[config.mk]
export PLATFORM = sky130hd
export DESIGN_NAME = rsm_core
export DESIGN_NICKNAME = d
export VERILOG_FILES = /design/src/hdl/rsm_pkg.sv /design/src/hdl/rsm_core.sv
export SDC_FILE = /design/constraint.sdc
export NUM_CORES = 1
export LEC_CHECK = 0
export BUFFER_PORTS_ARGS = -buffer_cell sky130_fd_sc_hd__buf_2
export CAP_MARGIN = 25
export CORE_MARGIN = 1.5
export CORE_UTILIZATION = 45
export CTS_BUF_LIST = sky130_fd_sc_hd__clkbuf_16
export DETAILED_ROUTE_END_ITERATION = 16
export PLACE_DENSITY = 0.71
export REMOVE_ABC_BUFFERS = 1
export SLEW_MARGIN = 15
export SYNTH_ARGS = -nofsm -noshare
export SYNTH_HDL_FRONTEND = slang
export SYNTH_SLANG_ARGS = --single-unit
[constraint.sdc]
create_clock -name ref_clk -period 3.3 [get_ports ref_clk]
set_input_delay 0.495 -clock ref_clk [delete_from_list [all_inputs] [get_ports ref_clk]]
set_output_delay 0.495 -clock ref_clk [all_outputs]
set_load 0.02 [all_outputs]
[src/hdl/rsm_pkg.sv]
// Constants and types for the reset state manager
// How it works
// - Brownout request enters brownout, asserts all resets
// - Brownout ends 2+3 ticks later, pulses pin
// - Brownout release records reset type 5
// - Command bit 0 resets processor and watchdog
// - Command bit 2 resets all peripherals
// - Command bit 3 drives pin low programmed time
// - Any command enters software state, 3 ticks
// - Resets assert at write, release on tick
// - Own pin pulse never causes user reset
// - Type records software only with processor bit
// - Busy flag set by command, blocks command writes
// - Watchdog fault enters watchdog state, 3 ticks
// - Watchdog option selects processor-only or full
// - Watchdog disabled means faults are ignored
// - Priority: power-up, brownout, watchdog, software, user
// - In software state watchdog preempts, pin ignored
// - Watchdog state never enters user reset
// - Pin level bit sampled every master clock
// - Pin falling edge sets sticky flag, interrupt only with pin reset off
// - Brownout without reset sets flag, interrupt
// - Commands need correct key in write
// - Key bits 31:24 equal A5, else discarded
// - Pin pulse lasts 2^(length+1) slow ticks
// - Type codes software 3, watchdog 2, read-stable
package rsm_pkg;
    // Register byte offsets
    localparam logic [7:0]  ADR_COMMAND   = 8'h00;
    localparam logic [7:0]  ADR_STATUS    = 8'h04;
    localparam logic [7:0]  ADR_MODE      = 8'h08;
    // Key field
    localparam int          KEY_LSB       = 24;
    localparam logic [7:0]  KEY_VALUE     = 8'hA5;
    // Command bits
    localparam int          CMD_CPU       = 0;
    localparam int          CMD_PERIPH    = 2;
    localparam int          CMD_PIN       = 3;
    // Status fields
    localparam int          STAT_PIN_EVT  = 0;
    localparam int          STAT_BOD      = 1;
    localparam int          STAT_TYPE_LSB = 8;
    localparam int          STAT_PIN_LVL  = 16;
    localparam int          STAT_BUSY     = 17;
    // Mode fields
    localparam int          MD_PIN_RST_EN = 0;
    localparam int          MD_PIN_IRQ_EN = 4;
    localparam int          MD_LEN_LSB    = 8;
    localparam int          MD_BOD_IRQ_EN = 16;
    localparam logic [31:0] MODE_RESET    = 32'h0000_0000;
    // Last reset type codes
    localparam logic [2:0]  TYPE_POWERUP  = 3'h0;
    localparam logic [2:0]  TYPE_WDOG     = 3'h2;
    localparam logic [2:0]  TYPE_SOFT     = 3'h3;
    localparam logic [2:0]  TYPE_USER     = 3'h4;
    localparam logic [2:0]  TYPE_BROWN    = 3'h5;
    // Slow clock tick counts
    localparam logic [2:0]  RESYNC_TICKS  = 3'h2;
    localparam logic [2:0]  LEAVE_TICKS   = 3'h3;
    localparam logic [2:0]  SOFT_TICKS    = 3'h3;
    localparam logic [2:0]  WDOG_TICKS    = 3'h3;
    // Counter widths
    localparam int          DIV_W         = 16;
    localparam int          PULSE_W       = 17;

    typedef enum logic [2:0] {
        RSM_IDLE,
        RSM_BROWN,
        RSM_WDOG,
        RSM_SOFT,
        RSM_USER
    } rsm_state_t;

    // Classic Wishbone request from the master
    typedef struct packed {
        logic        cyc;
        logic        stb;
        logic        we;
        logic [7:0]  adr;
        logic [3:0]  sel;
        logic [31:0] dat;
    } rsm_wb_req_t;

    // Whole state of the manager
    typedef struct packed {
        rsm_state_t           state;
        logic [DIV_W-1:0]     div_cnt;
        logic                 tick;
        logic [2:0]           hold;
        logic                 bod_s1;
        logic                 bod_s2;
        logic                 bod_prev;
        logic                 ben_s1;
        logic                 ben_s2;
        logic                 pin_s1;
        logic                 pin_s2;
        logic                 pin_prev;
        logic                 own_low;
        logic [PULSE_W-1:0]   pulse;
        logic                 busy;
        logic [2:0]           pend_type;
        logic [2:0]           last_type;
        logic                 pin_flag;
        logic                 bod_flag;
        logic                 ures_en;
        logic                 uirq_en;
        logic [3:0]           plen;
        logic                 birq_en;
        logic                 cpu_rst;
        logic                 per_rst;
        logic                 pin_out;
        logic                 pin_oe_n;
        logic                 irq;
        logic                 ack;
        logic [31:0]          rdata;
    } rsm_regs_t;
endpackage

[src/hdl/rsm_core.sv]
// Reset state manager with classic Wishbone register slave
module rsm_core #(
    parameter int unsigned SLOW_DIV = 4
) (
    input  wire logic                 ref_clk,
    input  wire logic                 reset,
    input  wire rsm_pkg::rsm_wb_req_t wb_req,
    output logic                      wb_ack,
    output logic [31:0]               wb_dat_o,
    input  wire logic                 bod_request,
    input  wire logic                 bod_rst_en,
    input  wire logic                 wdog_fault,
    input  wire logic                 wdog_cpu_only,
    input  wire logic                 wdog_reset_enable,
    input  wire logic                 pin_in,
    output logic                      pin_out,
    output logic                      pin_oe_n,
    output logic                      cpu_reset,
    output logic                      periph_reset,
    output logic                      irq
);

    rsm_pkg::rsm_regs_t               r;
    rsm_pkg::rsm_regs_t               next_r;
    rsm_pkg::rsm_state_t              nst;
    logic                             req;
    logic                             wr;
    logic                             rd;
    logic                             key_ok;
    logic                             cmd_go;
    logic [2:0]                       cmd;
    logic                             brown;
    logic                             wdg;
    logic                             user_low;
    logic                             pin_fall;
    logic                             bod_rise;
    logic                             drive;
    logic [rsm_pkg::PULSE_W-1:0]      pulse_len;
    logic [31:0]                      sr;
    logic [31:0]                      mr;

    // Next-state logic
    always_comb begin
        next_r = r;
        nst = r.state;

        // Two-flop synchronisers for pins
        next_r.bod_s1 = bod_request;
        next_r.bod_s2 = r.bod_s1;
        next_r.bod_prev = r.bod_s2;
        next_r.ben_s1 = bod_rst_en;
        next_r.ben_s2 = r.ben_s1;
        next_r.pin_s1 = pin_in;
        next_r.pin_s2 = r.pin_s1;
        next_r.pin_prev = r.pin_s2;

        // Slow tick from master clock
        next_r.tick = 1'b0;
        if (r.div_cnt == rsm_pkg::DIV_W'(SLOW_DIV - 1)) begin
            next_r.div_cnt = '0;
            next_r.tick = 1'b1;
        end else begin
            next_r.div_cnt = r.div_cnt + rsm_pkg::DIV_W'(1);
        end

        // Bus decode, one ack per request
        req = wb_req.cyc & wb_req.stb & ~r.ack;
        next_r.ack = req;
        wr = req & wb_req.we & (wb_req.sel == 4'hF);
        rd = req & ~wb_req.we;
        key_ok = wb_req.dat[rsm_pkg::KEY_LSB +: 8] == rsm_pkg::KEY_VALUE;
        cmd[0] = wb_req.dat[rsm_pkg::CMD_CPU];
        cmd[1] = wb_req.dat[rsm_pkg::CMD_PERIPH];
        cmd[2] = wb_req.dat[rsm_pkg::CMD_PIN];

        // Command taken when idle, keyed, not busy
        cmd_go = wr & (wb_req.adr == rsm_pkg::ADR_COMMAND) & key_ok
                 & ~r.busy & (cmd != 3'h0)
                 & (r.state == rsm_pkg::RSM_IDLE);

        // Status and mode read images
        sr = '0;
        sr[rsm_pkg::STAT_PIN_EVT] = r.pin_flag;
        sr[rsm_pkg::STAT_BOD] = r.bod_flag;
        sr[rsm_pkg::STAT_TYPE_LSB +: 3] = r.last_type;
        sr[rsm_pkg::STAT_PIN_LVL] = r.pin_s2;
        sr[rsm_pkg::STAT_BUSY] = r.busy;
        mr = '0;
        mr[rsm_pkg::MD_PIN_RST_EN] = r.ures_en;
        mr[rsm_pkg::MD_PIN_IRQ_EN] = r.uirq_en;
        mr[rsm_pkg::MD_LEN_LSB +: 4] = r.plen;
        mr[rsm_pkg::MD_BOD_IRQ_EN] = r.birq_en;

        // Read data, unmapped zero
        next_r.rdata = '0;
        if (rd) begin
            case (wb_req.adr)
                rsm_pkg::ADR_STATUS: begin
                    next_r.rdata = sr;
                end
                rsm_pkg::ADR_MODE: begin
                    next_r.rdata = mr;
                end
                default: begin
                    next_r.rdata = '0;
                end
            endcase
        end

        // Mode write under key
        if (wr & (wb_req.adr == rsm_pkg::ADR_MODE) & key_ok) begin
            next_r.ures_en = wb_req.dat[rsm_pkg::MD_PIN_RST_EN];
            next_r.uirq_en = wb_req.dat[rsm_pkg::MD_PIN_IRQ_EN];
            next_r.plen = wb_req.dat[rsm_pkg::MD_LEN_LSB +: 4];
            next_r.birq_en = wb_req.dat[rsm_pkg::MD_BOD_IRQ_EN];
        end

        // Sticky flags, set wins over read clear
        pin_fall = r.pin_prev & ~r.pin_s2;
        bod_rise = r.bod_s2 & ~r.bod_prev;
        if (rd & (wb_req.adr == rsm_pkg::ADR_STATUS)) begin
            next_r.pin_flag = 1'b0;
            next_r.bod_flag = 1'b0;
        end
        if (pin_fall) begin
            next_r.pin_flag = 1'b1;
        end
        if (bod_rise & ~r.ben_s2) begin
            next_r.bod_flag = 1'b1;
        end

        // Interrupt
        next_r.irq = (next_r.pin_flag & r.uirq_en & ~r.ures_en)
                     | (next_r.bod_flag & r.birq_en);

        // Reset sources
        brown = r.bod_s2 & r.ben_s2;
        wdg = wdog_fault & wdog_reset_enable;
        user_low = ~r.pin_s2 & r.ures_en & ~r.own_low;

        // Programmed pin pulse length
        pulse_len = rsm_pkg::PULSE_W'(1) << ({1'b0, r.plen} + 5'h01);

        // Pulse countdown per tick
        if (r.tick & (r.pulse != '0)) begin
            next_r.pulse = r.pulse - rsm_pkg::PULSE_W'(1);
        end

        // Source arbitration per state
        case (r.state)
            rsm_pkg::RSM_IDLE: begin
                if (brown) begin
                    nst = rsm_pkg::RSM_BROWN;
                end else if (wdg) begin
                    nst = rsm_pkg::RSM_WDOG;
                end else if (cmd_go) begin
                    nst = rsm_pkg::RSM_SOFT;
                end else if (user_low) begin
                    nst = rsm_pkg::RSM_USER;
                end
            end
            rsm_pkg::RSM_BROWN: begin
                if (brown) begin
                    next_r.hold = rsm_pkg::RESYNC_TICKS + rsm_pkg::LEAVE_TICKS;
                end else if (r.tick) begin
                    if (r.hold == 3'h1) begin
                        nst = rsm_pkg::RSM_IDLE;
                    end else begin
                        next_r.hold = r.hold - 3'h1;
                    end
                end
            end
            rsm_pkg::RSM_WDOG: begin
                // Pin activity not looked at here
                if (brown) begin
                    nst = rsm_pkg::RSM_BROWN;
                end else if (r.tick) begin
                    if (r.hold == 3'h1) begin
                        nst = rsm_pkg::RSM_IDLE;
                    end else begin
                        next_r.hold = r.hold - 3'h1;
                    end
                end
            end
            rsm_pkg::RSM_SOFT: begin
                if (brown) begin
                    nst = rsm_pkg::RSM_BROWN;
                end else if (wdg) begin
                    nst = rsm_pkg::RSM_WDOG;
                end else if (r.tick) begin
                    if (r.hold == 3'h1) begin
                        nst = rsm_pkg::RSM_IDLE;
                    end else begin
                        next_r.hold = r.hold - 3'h1;
                    end
                end
            end
            rsm_pkg::RSM_USER: begin
                if (brown) begin
                    nst = rsm_pkg::RSM_BROWN;
                end else if (wdg) begin
                    nst = rsm_pkg::RSM_WDOG;
                end else if (~r.pin_s2) begin
                    next_r.hold = rsm_pkg::RESYNC_TICKS + rsm_pkg::LEAVE_TICKS;
                end else if (r.tick) begin
                    if (r.hold == 3'h1) begin
                        nst = rsm_pkg::RSM_IDLE;
                    end else begin
                        next_r.hold = r.hold - 3'h1;
                    end
                end
            end
            default: begin
                nst = rsm_pkg::RSM_IDLE;
            end
        endcase

        // Entry actions
        if (nst != r.state) begin
            case (nst)
                rsm_pkg::RSM_BROWN: begin
                    next_r.hold = rsm_pkg::RESYNC_TICKS + rsm_pkg::LEAVE_TICKS;
                    next_r.cpu_rst = 1'b1;
                    next_r.per_rst = 1'b1;
                    next_r.busy = 1'b0;
                    next_r.pend_type = rsm_pkg::TYPE_BROWN;
                end
                rsm_pkg::RSM_WDOG: begin
                    next_r.hold = rsm_pkg::WDOG_TICKS;
                    next_r.cpu_rst = 1'b1;
                    next_r.per_rst = ~wdog_cpu_only;
                    if (~wdog_cpu_only) begin
                        next_r.pulse = pulse_len;
                    end
                    next_r.busy = 1'b0;
                    next_r.pend_type = rsm_pkg::TYPE_WDOG;
                end
                rsm_pkg::RSM_SOFT: begin
                    next_r.hold = rsm_pkg::SOFT_TICKS;
                    next_r.cpu_rst = cmd[0];
                    next_r.per_rst = cmd[1];
                    if (cmd[2]) begin
                        next_r.pulse = pulse_len;
                    end
                    next_r.busy = 1'b1;
                    next_r.pend_type = rsm_pkg::TYPE_SOFT;
                end
                rsm_pkg::RSM_USER: begin
                    next_r.hold = rsm_pkg::RESYNC_TICKS + rsm_pkg::LEAVE_TICKS;
                    next_r.cpu_rst = 1'b1;
                    next_r.per_rst = 1'b1;
                    next_r.pend_type = rsm_pkg::TYPE_USER;
                end
                rsm_pkg::RSM_IDLE: begin
                    next_r.cpu_rst = 1'b0;
                    next_r.per_rst = 1'b0;
                    next_r.busy = 1'b0;
                    if (r.cpu_rst) begin
                        next_r.last_type = r.pend_type;
                    end
                    if (r.state == rsm_pkg::RSM_BROWN) begin
                        next_r.pulse = pulse_len;
                    end
                end
                default: begin
                    next_r.cpu_rst = 1'b0;
                    next_r.per_rst = 1'b0;
                end
            endcase
        end
        next_r.state = nst;

        // Pin drive and own-pulse masking
        drive = (next_r.pulse != '0) | (nst == rsm_pkg::RSM_BROWN);
        next_r.pin_out = 1'b0;
        next_r.pin_oe_n = ~drive;
        next_r.own_low = drive | (r.own_low & ~r.pin_s2);

        // Synchronous reset to power-up values
        if (reset) begin
            next_r = '0;
            next_r.state = rsm_pkg::RSM_IDLE;
            next_r.last_type = rsm_pkg::TYPE_POWERUP;
            next_r.pin_s1 = 1'b1;
            next_r.pin_s2 = 1'b1;
            next_r.pin_prev = 1'b1;
            next_r.pin_oe_n = 1'b1;
            next_r.ures_en = rsm_pkg::MODE_RESET[rsm_pkg::MD_PIN_RST_EN];
            next_r.uirq_en = rsm_pkg::MODE_RESET[rsm_pkg::MD_PIN_IRQ_EN];
            next_r.plen = rsm_pkg::MODE_RESET[rsm_pkg::MD_LEN_LSB +: 4];
            next_r.birq_en = rsm_pkg::MODE_RESET[rsm_pkg::MD_BOD_IRQ_EN];
        end
    end

    // State register
    always_ff @(posedge ref_clk) begin
        r <= next_r;
    end

    // Outputs straight from flops
    assign wb_ack       = r.ack;
    assign wb_dat_o     = r.rdata;
    assign pin_out      = r.pin_out;
    assign pin_oe_n     = r.pin_oe_n;
    assign cpu_reset    = r.cpu_rst;
    assign periph_reset = r.per_rst;
    assign irq          = r.irq;

endmodule

==> impl_metrics.py <==
metrics = {
    "run_status": {
        "status": "finished with violations",
        "failed_checks": "setup timing",
    },
    "floorplan": {
        "start_util_pct": 46.31,
        "ios": 93,
        "die-width_microns": 105.8,
        "num_rows": 37,
        "core-area_sq_um": 10280,
        "die_area_sq_um": 11200,
        "die_y_microns": 105.8,
    },
    "route": {
        "via_per_inst": 5.683,
        "first_iter_violations": 441,
        "drt-pass1-iter-count": 5,
        "via_count": 4944,
        "routedWlPerCell_microns": 15.97,
        "ant_nets": 0,
        "wirelength_mm": 13.89,
        "drc": 0,
    },
    "clocking": {
        "worstSkewPairLatency_ns": 0.34,
        "clock_path_buffers": 2,
        "tritoncts": "done",
        "root_buffer": "clkbuf_16",
        "clk_pin_slew_ns": 0.06,
        "clkSinkCount": 79,
        "cts_buffers": 9,
        "cts_max_level": 3,
        "ctsHoldBuffers": 0,
    },
    "final_layout": {
        "layout.cells.most_common": "buf_4",
        "layout_common_cells": "94 x buf_4, 89 x nor2_1, 77 x dfxtp_1",
        "drive_gt1_share_pct": 28.20,
        "syn2layout_area_growth_pct": 29.34,
        "diodes": 0,
        "final-instance-count-excl-fill": 870,
        "finalCoreUtilization_pct": 59.90,
        "finalNetCount": 788,
    },
    "global_routing": {
        "grt_pass1_wl_mm": 22.08,
        "met1_usage_pct": 31.31,
        "antenna_found_initial": 0,
        "grtUsageTotal_pct": 24.37,
        "grt_overflow_total": 0,
        "busiest_layer": "met2",
        "grt_max_degree": 30,
        "grt_util_met3_pct": 3.092,
        "gr-usage-met2_pct": 41.84,
        "grt_pass1_vias": 4667,
    },
    "pwr": {
        "total_power_mw": 2.820,
        "switchingPower_mw": 0.7871,
        "p_int_mw": 2.033,
        "p_leak_nw": 2.538,
        "pwr-share-clk_pct": 39.9,
        "pwr-share-seq_pct": 36.5,
        "combPwrFrac_pct": 23.7,
        "ir_worst_vdd_mv": 0.3910,
        "swShare_pct": 27.91,
        "powerDensity_nw_per_um2": 458.1,
    },
    "worst_setup_path": {
        "crit_fanout": 5,
        "critPathRequiredTime_ns": 3.52,
        "worstSetupStartpointType": "flop",
        "critPathKind": "flop to flop",
        "end_kind": "flop",
        "worstPathArrival_ns": 3.53,
    },
    "logic_synthesis": {
        "synth_cell_types": 74,
        "ys.warnings.count": 0,
        "synth_edf_count": 0,
        "syn_area_sq_um": 4760,
        "ys_seq_elements": 79,
        "avgSynthCellArea_sq_um": 7.867,
        "async_flop_share_pct": 0,
        "syn-instance-count": 605,
        "yosysSeqAreaShare_pct": 33.23,
        "synthFlopType": "dfxtp_1",
    },
    "placement": {
        "dpl.hpwl_mm": 10.27,
        "place_inst": 841,
        "numPortBuffers": 53,
        "place.gp.congestion": 0.9870,
    },
    "timing": {
        "finalHoldWorstSlack_ns": 0.3414,
        "slew_viol_final": 0,
        "finalClockSkew_ns": 0.008521,
        "tightestPinTransition_ns": 0.5385,
        "setup_ws_ns": -0.008895,
        "slew_headroom_pct": 64.10,
        "min_period_ns": 3.309,
        "hold_violations": 0,
        "post-route-period-util_pct": 100.3,
        "finalSetupViolCount": 1,
        "tns_ns": -0.008895,
        "max_freq_mhz": 302.2,
        "grt_setup_unrepaired": "true",
    },
    "flow_run": {
        "maxCapViolCount": 0,
    },
    "hold_path": {
        "hold_path_class": "primary input to flop",
    },
}
[stage by stage]
| step | area, sq um | worst slack (ns) |
|---|---|---|
| 2_1_floorplan | 4499 | -0.1694 |
| 3_3_place_gp | 5558 | -0.3242 |
| 3_5_place_dp | 5558 | -0.3589 |
| 4_1_cts | 5917 | 0.04697 |
| 5_1_grt | 6156 | -0.09239 |
| 6_report | 6156 | -0.008895 |
[metal layers]
layer  up-vias  wire [microns]
met5         -               0
met4         0             359
met3        37             919
met2       240            6590
met1      2301            6024
li1       2366               -
[kinds of logic after synthesis]
family / Yosys count / synth area share [%]
mux: 17 / 3.628
flops: 79 / 33.23
simple gates: 275 / 29.47
compound gates: 128 / 19.32
xor+xnor: 25 / 4.600
fa+ha+maj: 4 / 1.052
buf+inv: 76 / 8.622
other cells: 1 / 0.07879
[power groups by stage]
stage               Clock [mW]  Combinational, mW  Sequential, mW
finish                    1.12              0.667            1.03
global placement             0              0.579            1.05
floorplan                    0              0.318            1.05
detailed placement           0              0.594            1.05
CTS                       1.13              0.602            1.03
global route              1.17              0.719            1.03
[state kept, by name (all words and copies together), names as in the netlist]
name	count
periph_reset	1
wb_ack	1
mr	7
r	58
pin_oe_n	1
cpu_reset	1
irq	1
wb_dat_o	9
[synthesized netlist by cell type (all sizes together), types with 12 or more instances]
cell type  instances  share of area (%)
nor3              27                2.8
nand3             19                2.1
nand2             53                4.2
a21oi             27                2.9
nor2b             12                1.6
clkbuf            25                2.0
inv               17                1.3
o211ai            14                2.2
nor2              89                7.0
mux2i             15                3.2
dfxtp             79                 33
xnor2             16                2.9
o21ai             21                2.2
buf               34                5.3
[layout make-up]
class                   count  area (sq um)
clock buffers               9         225.2
clock inverters             7         113.9
fillers                   924          4121
inverters                  17         63.81
multi-input cells         473          2997
flip-flops and latches     79          1584
well taps                 136         170.2
repair buffers            149          1002
[final timing paths]
| path | startpoint | end | slack [ns] | cells after the start |
|---|---|---|---|---|
| worst max-delay path | wb_ack | r[71] | -0.009 | 10 |
| worst min-delay path | pin_in | r[74] | 0.34 | 2 |
| worst max register to register | wb_ack | r[71] | -0.009 | 10 |
| worst min register to register | r[74] | r[73] | 0.41 | 1 |
[worst max-delay path, cell delays in order (launching register included)]
cell and delay [ns]:
dfxtp_2 0.31, nand3b_4 0.15, or4_4 0.55, or4_4 0.60, a21o_4 0.26, a21o_1 0.16
a32o_2 0.29, mux2i_2 0.18, a21oi_1 0.10, nand4b_4 0.20, o41a_1 0.38
[timing repair]
action / 4_1_cts / 5_1_grt
buffers inserted: 1 / 12
cloned: 0 / 0
resized for setup: 2 / 31
pin swaps: 2 / 18
endpoints found under the setup margin: 1 / 3
Power figures use the tool's default switching activity.
